**src/rtl/bridge_pwm_pkg.sv**
```systemverilog
/*
 * constants shared by the bridge pwm output stage: register offsets,
 * field positions, reset values, output configuration codes, timing counts.
 * assumes a 32-bit apb bus with word-aligned registers.
 */
package bridge_pwm_pkg;

   // ***************************************************************
   // register offsets (byte addresses)
   // ***************************************************************
   localparam logic [7:0] ADDR_UNIT_CONTROL = 8'h00;
   localparam logic [7:0] ADDR_SHUTDOWN_CONTROL = 8'h04;
   localparam logic [7:0] ADDR_PWM_DELAY_CONTROL = 8'h08;
   localparam logic [7:0] ADDR_STEERING = 8'h0c;
   localparam logic [7:0] ADDR_PIN_DIRECTION = 8'h10;
   localparam logic [7:0] ADDR_STATUS = 8'h14;

   // ***************************************************************
   // field positions
   // ***************************************************************
   localparam int CFG_HI = 7;
   localparam int CFG_LO = 6;
   localparam int MODE_HI = 3;
   localparam int MODE_LO = 0;
   localparam int POL_AC_BIT = 1;
   localparam int POL_BD_BIT = 0;
   localparam int SD_STATUS_BIT = 7;
   localparam int SD_SRC_HI = 6;
   localparam int SD_SRC_LO = 4;
   localparam int PSS_AC_HI = 3;
   localparam int PSS_AC_LO = 2;
   localparam int PSS_BD_HI = 1;
   localparam int PSS_BD_LO = 0;
   localparam int RESTART_BIT = 7;
   localparam int STEER_SYNC_BIT = 4;

   // ***************************************************************
   // reset values
   // ***************************************************************
   localparam logic [7:0] RST_UNIT_CONTROL = 8'h00;
   localparam logic [7:0] RST_SHUTDOWN_CONTROL = 8'h00;
   localparam logic [7:0] RST_PWM_DELAY_CONTROL = 8'h00;
   localparam logic [4:0] RST_STEERING = 5'h01;
   localparam logic [3:0] RST_PIN_DIRECTION = 4'hf;

   // ***************************************************************
   // codes and timing
   // ***************************************************************
   localparam logic [1:0] CFG_SINGLE = 2'h0;
   localparam logic [1:0] CFG_FULL_FWD = 2'h1;
   localparam logic [1:0] CFG_HALF = 2'h2;
   localparam logic [1:0] CFG_FULL_REV = 2'h3;
   localparam logic [1:0] PWM_MODE_SEL = 2'h3;
   localparam logic [1:0] PSS_DRIVE_LOW = 2'h0;
   localparam logic [1:0] PSS_DRIVE_HIGH = 2'h1;
   localparam int OSC_PER_INSTR = 4;
   localparam int DEAD_BAND_W = 7;

   typedef enum logic [1:0] {ST_IDLE, ST_ARMED, ST_RUN} run_e;

endpackage

```
**src/rtl/dead_band_delay.sv**
```systemverilog
/*
 * rising-edge delay for one half-bridge output.
 * assumes din is a same-clock level and count is stable during use.
 */
`timescale 1ns/1ps
module dead_band_delay
   import bridge_pwm_pkg::*;
#(
   parameter int W = DEAD_BAND_W
)
(
   input wire logic pclk,
   input wire logic presetn,
   input wire logic din,
   input wire logic [W-1:0] count,
   output logic dout
);

   typedef struct packed {
      logic [W+1:0] cnt;
      logic out;
   } db_s;

   db_s s;
   db_s next_s;
   logic [W+1:0] limit;

   // one count is one instruction cycle of OSC_PER_INSTR clocks
   assign limit = (W+2)'(count * OSC_PER_INSTR);

   always_comb
   begin
      next_s = s;
      if (!din)
      begin
         // falling edge is never delayed
         next_s.cnt = '0;
         next_s.out = 1'b0;
      end
      else if (s.cnt >= limit)
      begin
         next_s.out = 1'b1; // RULE8
      end
      else
      begin
         next_s.cnt = s.cnt + 1'b1; // RULE9
      end
   end

   always_ff @(posedge pclk or negedge presetn)
   begin
      if (!presetn)
         s <= '0;
      else
         s <= next_s;
   end

   assign dout = s.out;

   property p_db_needs_input;
      @(posedge pclk) disable iff (!presetn)
      $rose(s.out) |-> $past(din) && $past(s.cnt) >= $past(limit);
   endproperty
   a_db_needs_input: assert property (p_db_needs_input) else $error("dead band ended early"); // RULE8

endmodule

```
**src/rtl/bridge_pwm_output.sv**
```systemverilog
/*
 * enhanced pwm output stage: steers a base pwm waveform onto four pins in
 * single, half-bridge or full-bridge mode, with dead band, polarity and
 * auto-shutdown, configured over apb.
 * assumes pwm_base, period_start and period_last_tick come from a period
 * timer on pclk; period_last_tick leads period_start by one timer tick.
 */
`timescale 1ns/1ps
// Summary of operation
// RULE1: all timing counts pclk, so output frequency scales with the clock.
// RULE2: reset restores registers and leaves all four pins undriven.
// RULE3: config field 10 half, 01 forward, 11 reverse, 00 single output.
// RULE4: after enabling, outputs wait for the next period start.
// RULE5: zero in unit control releases all four pins.
// RULE6: unused pins stay free; single mode uses steering enables per pin.
// RULE7: half-bridge puts pwm on A, its complement on B.
// RULE8: half-bridge active edges delayed by dead band count times four clocks.
// RULE9: dead band longer than the active time keeps that output inactive.
// RULE10: forward mode: A active, D modulated, B and C inactive.
// RULE11: reverse mode: C active, B modulated, A and D inactive.
// RULE12: direction change blanks modulated pins, swaps others, resumes next period.
// RULE13: unmodulated pins swap one prescaled clock before the period ends.
// RULE14: no dead band in full-bridge modes.
// RULE15: mode low bits pick polarity for pair A/C and pair B/D.
// RULE16: software picks polarity before enabling pin drivers.
// RULE17: software waits one full period before enabling pin drivers.
// RULE18: software follows the documented setup order.
// RULE19: shutdown from int pin low, comparator one, comparator two, or software.
// RULE20: shutdown sets the status bit until cleared or auto restart.
// RULE21: shutdown forces enabled pins to their shutdown state.
// RULE22: each pin pair is driven high, driven low or released in shutdown.
// RULE23: pair state 00 low, 01 high, 1x high impedance.
// RULE24: source select bits OR comparator one, comparator two, int pin low.
// RULE25: condition is a level; status writes ignored; restart at period start.
// RULE26: restart enable clears status by hardware once the condition is gone.
// RULE27: mode and direction take effect on period start boundaries.
module bridge_pwm_output
   import bridge_pwm_pkg::*;
(
   input wire logic pclk,
   input wire logic presetn,
   input wire logic psel,
   input wire logic penable,
   input wire logic pwrite,
   input wire logic [7:0] paddr,
   input wire logic [31:0] pwdata,
   output logic [31:0] prdata,
   output logic pready,
   output logic pslverr,
   input wire logic pwm_base,
   input wire logic period_start,
   input wire logic period_last_tick,
   input wire logic comparator_one,
   input wire logic comparator_two,
   input wire logic int_pin_n,
   output logic pwm_out_a,
   output logic pwm_out_b,
   output logic pwm_out_c,
   output logic pwm_out_d,
   output logic pwm_oe_a,
   output logic pwm_oe_b,
   output logic pwm_oe_c,
   output logic pwm_oe_d
);

   typedef struct packed {
      logic [7:0] unit_control_register;
      logic [7:0] shutdown_control;
      logic [7:0] pwm_delay_control;
      logic [4:0] steering;
      logic [3:0] pin_direction_bit;
      logic [3:0] steer_act;
      logic [1:0] cfg_act;
      run_e run;
      logic dir_chg;
      logic sd_hold;
      logic [1:0] cmp1_sync;
      logic [1:0] cmp2_sync;
      logic [1:0] int_sync;
      logic ready;
      logic slverr;
      logic [31:0] rdata;
      logic [3:0] pin;
      logic [3:0] oe;
   } state_s;

   state_s s;
   state_s next_s;
   logic [1:0] db_in;
   logic [1:0] db_out;
   logic pwm_on;
   logic sd_cond;
   logic sd_act;
   logic setup;
   logic wr;
   logic mapped;
   logic [3:0] lg;
   logic [3:0] own;
   logic [3:0] pol;
   logic [31:0] rd;
   logic [1:0] cfg_req;
   logic [2:0] src;
   logic [1:0] pss;

   // ***************************************************************
   // dead band for the two half-bridge outputs
   // ***************************************************************
   genvar gi;
   generate
      for (gi = 0; gi < 2; gi++)
      begin : g_db
         dead_band_delay #(.W(DEAD_BAND_W)) u_db (
            .pclk(pclk),
            .presetn(presetn),
            .din(db_in[gi]),
            .count(s.pwm_delay_control[DEAD_BAND_W-1:0]),
            .dout(db_out[gi])
         );
      end
   endgenerate

   // ***************************************************************
   // next state
   // ***************************************************************
   always_comb
   begin
      next_s = s;
      pss = '0;
      cfg_req = s.unit_control_register[CFG_HI:CFG_LO];
      pwm_on = s.unit_control_register[MODE_HI:MODE_HI-1] == PWM_MODE_SEL;
      src = s.shutdown_control[SD_SRC_HI:SD_SRC_LO];
      setup = psel && !penable;
      wr = psel && penable && s.ready && pwrite;

      // only the second stage of each synchroniser is read
      next_s.cmp1_sync = {s.cmp1_sync[0], comparator_one};
      next_s.cmp2_sync = {s.cmp2_sync[0], comparator_two};
      next_s.int_sync = {s.int_sync[0], int_pin_n};
      sd_cond = (src[0] && s.cmp1_sync[1]) || (src[1] && s.cmp2_sync[1])
         || (src[2] && !s.int_sync[1]); // RULE19 RULE24
      sd_act = s.shutdown_control[SD_STATUS_BIT] || s.sd_hold;

      // apb: zero wait states, answer prepared in the setup cycle
      mapped = 1'b1;
      rd = '0;
      case (paddr)
         ADDR_UNIT_CONTROL: rd[7:0] = s.unit_control_register;
         ADDR_SHUTDOWN_CONTROL: rd[7:0] = s.shutdown_control;
         ADDR_PWM_DELAY_CONTROL: rd[7:0] = s.pwm_delay_control;
         ADDR_STEERING: rd[4:0] = s.steering;
         ADDR_PIN_DIRECTION: rd[3:0] = s.pin_direction_bit;
         ADDR_STATUS: rd[7:0] = {sd_cond, s.sd_hold, s.cfg_act, s.dir_chg, s.run == ST_RUN, s.run == ST_ARMED, pwm_on};
         default: mapped = 1'b0;
      endcase
      next_s.ready = setup;
      next_s.slverr = setup && !mapped;
      next_s.rdata = (setup && !pwrite && mapped) ? rd : '0;

      if (wr)
      begin
         case (paddr)
            ADDR_UNIT_CONTROL: next_s.unit_control_register = pwdata[7:0];
            ADDR_SHUTDOWN_CONTROL: next_s.shutdown_control[SD_SRC_HI:0] = pwdata[SD_SRC_HI:0];
            ADDR_PWM_DELAY_CONTROL: next_s.pwm_delay_control = pwdata[7:0];
            ADDR_STEERING: next_s.steering = pwdata[4:0];
            ADDR_PIN_DIRECTION: next_s.pin_direction_bit = pwdata[3:0];
            default: next_s.unit_control_register = s.unit_control_register;
         endcase
      end

      // ***************************************************************
      // shutdown status: auto clear, then software, then the event wins
      // ***************************************************************
      if (s.pwm_delay_control[RESTART_BIT] && !sd_cond)
         next_s.shutdown_control[SD_STATUS_BIT] = 1'b0; // RULE26
      if (wr && paddr == ADDR_SHUTDOWN_CONTROL && !sd_cond)
         next_s.shutdown_control[SD_STATUS_BIT] = pwdata[SD_STATUS_BIT]; // RULE25
      if (sd_cond)
         next_s.shutdown_control[SD_STATUS_BIT] = 1'b1; // RULE20
      // output stays in shutdown until a period boundary after clearing
      if (s.shutdown_control[SD_STATUS_BIT])
         next_s.sd_hold = 1'b1;
      else if (period_start)
         next_s.sd_hold = 1'b0; // RULE25

      // ***************************************************************
      // run state and period-boundary updates
      // ***************************************************************
      if (!s.steering[STEER_SYNC_BIT])
         next_s.steer_act = s.steering[3:0];
      case (s.run)
         ST_IDLE:
            if (pwm_on)
               next_s.run = ST_ARMED;
         ST_ARMED, ST_RUN:
            if (period_start)
               next_s.run = ST_RUN; // RULE4
         default: next_s.run = ST_IDLE;
      endcase
      if (!pwm_on)
         next_s.run = ST_IDLE;
      if (period_start)
      begin
         next_s.cfg_act = cfg_req; // RULE27
         next_s.dir_chg = 1'b0;
         if (s.steering[STEER_SYNC_BIT])
            next_s.steer_act = s.steering[3:0];
      end
      else if (s.run == ST_RUN && period_last_tick && s.cfg_act[0] && cfg_req[0]
         && cfg_req[1] != s.cfg_act[1])
         next_s.dir_chg = 1'b1; // RULE12 RULE13

      // ***************************************************************
      // logical waveform, index 0..3 = A..D, active high
      // ***************************************************************
      lg = '0;
      db_in = '0;
      if (s.run == ST_RUN)
      begin
         case (s.cfg_act)
            CFG_SINGLE: lg = {4{pwm_base}}; // RULE3
            CFG_HALF:
            begin
               db_in = {!pwm_base, pwm_base};
               lg[1:0] = db_out; // RULE7 RULE8
            end
            CFG_FULL_FWD: lg = {pwm_base && !s.dir_chg, 1'b0, 1'b0, 1'b1}; // RULE10 RULE14
            CFG_FULL_REV: lg = {1'b0, 1'b1, pwm_base && !s.dir_chg, 1'b0}; // RULE11 RULE14
            default: lg = '0;
         endcase
         if (s.dir_chg)
            lg[2:0] = (s.cfg_act == CFG_FULL_FWD) ? 3'h4 : 3'h1; // RULE12
      end

      // pins owned by the unit; a zero control register releases all
      case (cfg_req)
         CFG_SINGLE: own = s.steer_act; // RULE6
         CFG_HALF: own = 4'h3; // RULE6
         default: own = 4'hf;
      endcase
      if (s.unit_control_register == 8'h00 || !pwm_on)
         own = '0; // RULE5

      pol = {s.unit_control_register[POL_BD_BIT], s.unit_control_register[POL_AC_BIT],
         s.unit_control_register[POL_BD_BIT], s.unit_control_register[POL_AC_BIT]};
      next_s.pin = lg ^ pol; // RULE15
      next_s.oe = own & ~s.pin_direction_bit;

      // pair A/C uses pins 0 and 2, pair B/D pins 1 and 3
      if (sd_act)
      begin
         for (int i = 0; i < 4; i++)
         begin
            pss = (i % 2 == 0) ? s.shutdown_control[PSS_AC_HI:PSS_AC_LO]
               : s.shutdown_control[PSS_BD_HI:PSS_BD_LO];
            if (own[i])
            begin
               next_s.pin[i] = (pss == PSS_DRIVE_HIGH); // RULE21 RULE22 RULE23
               if (pss[1])
                  next_s.oe[i] = 1'b0; // RULE23
            end
         end
      end
   end

   // ***************************************************************
   // state register
   // ***************************************************************
   always_ff @(posedge pclk or negedge presetn)
   begin
      if (!presetn)
      begin
         s <= '0; // RULE2
         s.unit_control_register <= RST_UNIT_CONTROL;
         s.shutdown_control <= RST_SHUTDOWN_CONTROL;
         s.pwm_delay_control <= RST_PWM_DELAY_CONTROL;
         s.steering <= RST_STEERING;
         s.pin_direction_bit <= RST_PIN_DIRECTION;
         s.steer_act <= RST_STEERING[3:0];
         s.run <= ST_IDLE;
         s.int_sync <= 2'h3;
      end
      else
         s <= next_s; // RULE1
   end

   assign prdata = s.rdata;
   assign pready = s.ready;
   assign pslverr = s.slverr;
   assign {pwm_out_d, pwm_out_c, pwm_out_b, pwm_out_a} = s.pin;
   assign {pwm_oe_d, pwm_oe_c, pwm_oe_b, pwm_oe_a} = s.oe;

   // ***************************************************************
   // checks
   // ***************************************************************
   property p_release;
      @(posedge pclk) disable iff (!presetn)
      s.unit_control_register == 8'h00 |=> s.oe == 4'h0;
   endproperty
   a_release: assert property (p_release) else $error("pins driven with unit off"); // RULE5

   property p_wait_period;
      @(posedge pclk) disable iff (!presetn)
      s.run == ST_ARMED && !sd_act |=> pwm_out_a == $past(s.unit_control_register[POL_AC_BIT]);
   endproperty
   a_wait_period: assert property (p_wait_period) else $error("output before period start"); // RULE4

   property p_forward;
      @(posedge pclk) disable iff (!presetn)
      s.run == ST_RUN && s.cfg_act == CFG_FULL_FWD && !s.dir_chg && !sd_act
      |=> pwm_out_a != $past(s.unit_control_register[POL_AC_BIT])
      && pwm_out_b == $past(s.unit_control_register[POL_BD_BIT]);
   endproperty
   a_forward: assert property (p_forward) else $error("forward pattern wrong"); // RULE10

   property p_reverse;
      @(posedge pclk) disable iff (!presetn)
      s.run == ST_RUN && s.cfg_act == CFG_FULL_REV && !s.dir_chg && !sd_act
      |=> pwm_out_c != $past(s.unit_control_register[POL_AC_BIT])
      && pwm_out_a == $past(s.unit_control_register[POL_AC_BIT]);
   endproperty
   a_reverse: assert property (p_reverse) else $error("reverse pattern wrong"); // RULE11

   // b drops two cycles after pwm rises: its release passes the delay register and the pin register
   property p_half_complement;
      @(posedge pclk) disable iff (!presetn)
      s.run == ST_RUN && s.cfg_act == CFG_HALF && pwm_base && $past(pwm_base) && !sd_act
      |=> pwm_out_b == $past(s.unit_control_register[POL_BD_BIT]);
   endproperty
   a_half_complement: assert property (p_half_complement) else $error("half bridge overlap"); // RULE7

   property p_sd_set;
      @(posedge pclk) disable iff (!presetn)
      sd_cond |=> s.shutdown_control[SD_STATUS_BIT] ##1 s.sd_hold;
   endproperty
   a_sd_set: assert property (p_sd_set) else $error("shutdown status not set"); // RULE20

   property p_auto_restart;
      @(posedge pclk) disable iff (!presetn)
      s.pwm_delay_control[RESTART_BIT] && !sd_cond && !wr |=> !s.shutdown_control[SD_STATUS_BIT];
   endproperty
   a_auto_restart: assert property (p_auto_restart) else $error("auto restart did not clear"); // RULE26

   property p_sd_high;
      @(posedge pclk) disable iff (!presetn)
      sd_act && own[0] && s.shutdown_control[PSS_AC_HI:PSS_AC_LO] == PSS_DRIVE_HIGH
      |=> pwm_out_a && pwm_oe_a == !$past(s.pin_direction_bit[0]);
   endproperty
   a_sd_high: assert property (p_sd_high) else $error("shutdown drive high wrong"); // RULE22

   property p_dir_change;
      @(posedge pclk) disable iff (!presetn)
      s.dir_chg && s.cfg_act == CFG_FULL_FWD && !sd_act |=> pwm_out_d == $past(s.unit_control_register[POL_BD_BIT])
      && pwm_out_a == $past(s.unit_control_register[POL_AC_BIT]);
   endproperty
   a_dir_change: assert property (p_dir_change) else $error("direction change pattern wrong"); // RULE12

endmodule

```
**config.mk**
```make
export PLATFORM = sky130hd
export DESIGN_NAME = bridge_pwm_output
export DESIGN_NICKNAME = d
export VERILOG_FILES = /design/src/rtl/bridge_pwm_pkg.sv /design/src/rtl/dead_band_delay.sv /design/src/rtl/bridge_pwm_output.sv
export SDC_FILE = /design/constraint.sdc
export NUM_CORES = 1
export LEC_CHECK = 0
export ABC_AREA = 1
export CORE_MARGIN = 4
export CORE_UTILIZATION = 48
export CTS_CLUSTER_SIZE = 20
export DETAILED_ROUTE_END_ITERATION = 10
export DONT_BUFFER_PORTS = 1
export REMOVE_ABC_BUFFERS = 1
export SLEW_MARGIN = 5
export SYNTH_ARGS = -nofsm -noshare
export SYNTH_HDL_FRONTEND = slang
export SYNTH_SLANG_ARGS = --single-unit
```
**constraint.sdc**
```tcl
create_clock -name pclk -period 2.48 [get_ports pclk]
set_clock_uncertainty 0.15 [all_clocks]
set_input_delay 0.124 -clock pclk [delete_from_list [all_inputs] [get_ports pclk]]
set_output_delay 0.124 -clock pclk [all_outputs]
set_load 0.01 [all_outputs]
```
==> key figures <==
Status
  • Status: finished, final reports clean

Die
  • Row count: 37
  • # IOs: 93
  • Core area: 10,510 um^2
  • Die Area: 12,710 um^2
  • Die Ht: 112.7 um
  • Initial Utilization: 50.10%
  • Die width: between 100 and 150 um

Synthesis
  • Commonest cells in the netlist: nand2_1, dfrtp_1, inv_1
  • Synth cell types: 38
  • Asr flop ratio synth: 100.0%
  • Syn Inst Count: 649
  • Synthesized flop and latch total: 87
  • Area fraction of the dominant cell type after synthesis: between 30 and 40%
  • Area contributors post-synth: dfrtp_1, nand2_1, nand3_1
  • Post-synth EDFFs: 0
  • Synth area leader: dfrtp_1
  • Sequential-to-total area share from yosys stat: 41.54%
  • Post-Syn Area per Cell: slightly above 8 um^2
  • Post-synthesis cell area: 5265 um^2
  • Main synth FF type: dfrtp_1
  • Synth Warn #: 0
  • Most common cell in the netlist: nand2_1

Timing
  • Fin. Hold Viols: 0
  • RSZ-0062 raised after global routing: false
  • Final Cycle Share: 95.60%
  • Peak Freq: 0.4218 GHz
  • Max-slew violations: 0
  • Headroom to the max-slew limit: 61.59%
  • Sum Neg Setup Slack: 0 ns
  • Setup WS post-layout: 0.1090 ns
  • Min Tclk post-route: 2.371 ns
  • Slew @ Worst Pin: 0.5741 ns
  • # setup viols final: 0

Power
  • Pleak: ~0.0029 uW
  • Power per Cell Area: 465.8 nW/um^2
  • Worst IR drop on VDD: about 300 uV

Global route
  • Largest net degree at the start of global routing: 88
  • All-Layer GR Usage: 19.55%
  • First-pass GRT wire length: 19,730 um
  • Initial antenna violation count: 0
  • Vias in the first global route: roughly 4,000
  • Gr ovfl total: 0

Layout
  • Fillers: 991
  • Nets: roughly 750
  • Share of layout cells above drive strength 1: 13.11%
  • Area of the multi-input gates: 2531 um^2
  • Layout area overhead: 8.864%
  • FF+latch area: 2187 um^2
  • ANT cells: 0

Worst setup path
  • CP Max Fanout: 10
  • Top delay family on crit path: buffers and inverters
  • Crit Path Class: in -> reg
  • Crit end category: flop
  • CP dominant cell by count: dlygate4sd3_1
  • Crit path DAT: 2.53 ns
  • Crit-path max cell delay: 0.68 ns
  • Required time of the critical path: about 2.6 ns
  • Worst path bufs/invs: 3
  • Setup crit start kind: primary input
  • Critical-path cell list: dlygate4sd3_1 > nor2_8 > dlygate4sd3_1 > nand4_4 > nand2_1 > o21ai_0 > dlygate4sd3_1
  • CP max-delay cell: dlygate4sd3_1

Clock network
  • Clk slew on worst S/H paths: 0.09 ns
  • CTS Sinks: 87
  • Max clock buf depth: 2
  • H-tree depth: 3
  • CTS buffer count: 9
  • CTS tree: built
  • Clk_lat worst skew: 0.38 ns
  • Root Driver: clkbuf_8
  • Setup bufs post-CTS: 0

Drt
  • Via count: 4,171
  • Initial DRC Count: 300
  • Avg WL per Cell: between 10 and 15 um
  • DRC viols: 0
  • DRT Pass-1 Iters: 8
  • DRT antenna net count: 0
  • Total routed wirelength: 11,970 um
  • Vias per inst: 5.118

Place
  • Post-Place Setup Slack: around 0.43 ns
  • HPWL after detailed placement: between 8000 and 9000 um
  • Input/output buffers: 0
  • Final RePlAce weighted congestion: roughly 0.88

Hold path
  • Hold Crit Class: in -> reg

Flow run
  • Max Cap Violations: 0
## state kept, by name, indices dropped and copies added, names as in the netlist
signal          cells
pwm_oe_a            1
pwm_oe_c            1
g_db.u_db.s        18
prdata              8
pready              1
pwm_oe_d            1
pwm_out_a           1
pwm_out_d           1
pwm_oe_b            1
cfg_req             2
pslverr             1
next_s              3
pol                 2
pwm_out_c           1
s                  42
pwm_out_b           1
g_db.u_db.dout      2
## layout make-up
class	instances	share of cell area [%]
Clock buffer	10	2.401
Clock inverter	6	1.222
Multi-Input combinational cell	462	44.16
Tap cell	136	2.969
Timing Repair Buffer	32	5.719
Inverter	82	5.370
Sequential cell	87	38.16
## power by group
group | switching (uW) | internal (uW)
Clock | 554 | 496
Combinational | 126 | 48.8
Sequential | 10.7 | 1430
## path summary, 6_finish.rpt
check                                           from                       endpoint  slack, ns  cells after the start
worst max register to register     s[73]$_DFFE_PN0P_  g_db[0].u_db.dout$_DFFE_PN0P_       0.40                      6
worst min register to register  next_s[47]$_DFF_PN0_                s[47]$_DFF_PN0_       0.20                      0
min in group asynchronous                    presetn            prdata[6]$_DFF_PN0_       0.13                      2
max in group asynchronous                    presetn           next_s[43]$_DFF_PN1_       1.62                      2
worst max-delay path                        paddr[0]              s[62]$_DFFE_PN1P_       0.11                      7
worst min-delay path                        pwm_base            pwm_out_c$_DFF_PN0_       0.02                      6
## metal layers
layer	GRT usage, %	vias up	part of all wire [%]
met2	33.41	104	49
met5	0	-	0
li1	-	2082	-
met4	8.253	0	2.2
met1	24.75	1965	45
met3	2.834	20	4.0
## cells in the final DEF (no fill, tap or decap), types with 3 or more instances in the layout
| cell | synthesis | final |
|---|---|---|
| buf_4 | 34 | 4 |
| xor2_1 | 8 | 8 |
| clkinvlp_4 | 0 | 3 |
| nor2_1 | 49 | 49 |
| o21ai_0 | 26 | 26 |
| nand2_2 | 5 | 5 |
| nor2_2 | 7 | 7 |
| nand4_1 | 10 | 10 |
| o21bai_1 | 4 | 4 |
| inv_1 | 77 | 77 |
| dlygate4sd3_1 | 0 | 27 |
| nand2_4 | 5 | 5 |
| dfstp_2 | 8 | 8 |
| ha_1 | 21 | 21 |
| nand3b_1 | 7 | 7 |
| o21ai_2 | 23 | 23 |
| clkbuf_8 | 0 | 10 |
| dfrtp_1 | 79 | 79 |
| nor2_4 | 4 | 4 |
| a21oi_1 | 10 | 10 |
| nand2_1 | 162 | 162 |
| inv_2 | 4 | 4 |
| nand3_1 | 73 | 73 |
| conb_1 | 1 | 24 |
## per-stage QoR
stage / instance area (um^2) / util (%) / total power (uW) / std cells / hold slack, ns
after floorplan: 5017 / - / 1554 / 631 / -0.3216
after global placement: 5218 / 49.65 / 1577 / 771 / -0.3196
after detailed placement: 5218 / 49.65 / 1579 / 771 / -0.3196
after CTS: 5723 / 54.46 / 2695 / 815 / 0.008800
after global routing: 5732 / 54.54 / 2776 / 815 / 0.05652
final: 5732 / 54.54 / 2670 / 815 / 0.02127
## logic make-up (layout without fill, tap and decap cells)
family | Yosys count | after routing | share of synthesized area [%]
and+or+nand+nor | 337 | 337 | 30.58
other | 1 | 24 | 0.07122
xor gates and xnor gates | 10 | 10 | 1.664
AOI/OAI and AO/OA | 68 | 68 | 8.532
buffers and inverters | 123 | 130 | 12.19
muxes | 2 | 2 | 0.4277
adders and majority gates | 21 | 21 | 4.990
DFF | 87 | 87 | 41.54
## what timing repair did
action / 4_1_cts / 5_1_grt
setup endpoints to repair: 0 / 1
hold buffers: 28 / 0
hold endpoints to repair: 151 / 0
gates resized for setup: 0 / 1
## worst reg2reg max path, delay by kind of cell, from the launching register on
kind | cells | cell delay (ns)
and+or+nand+nor | 2 | 0.53
AOI/OAI and AO/OA | 2 | 0.46
DFF | 1 | 0.39
adders and majority gates | 1 | 0.29
buffers and inverters | 1 | 0.16
(Power assumes the default switching activity.)
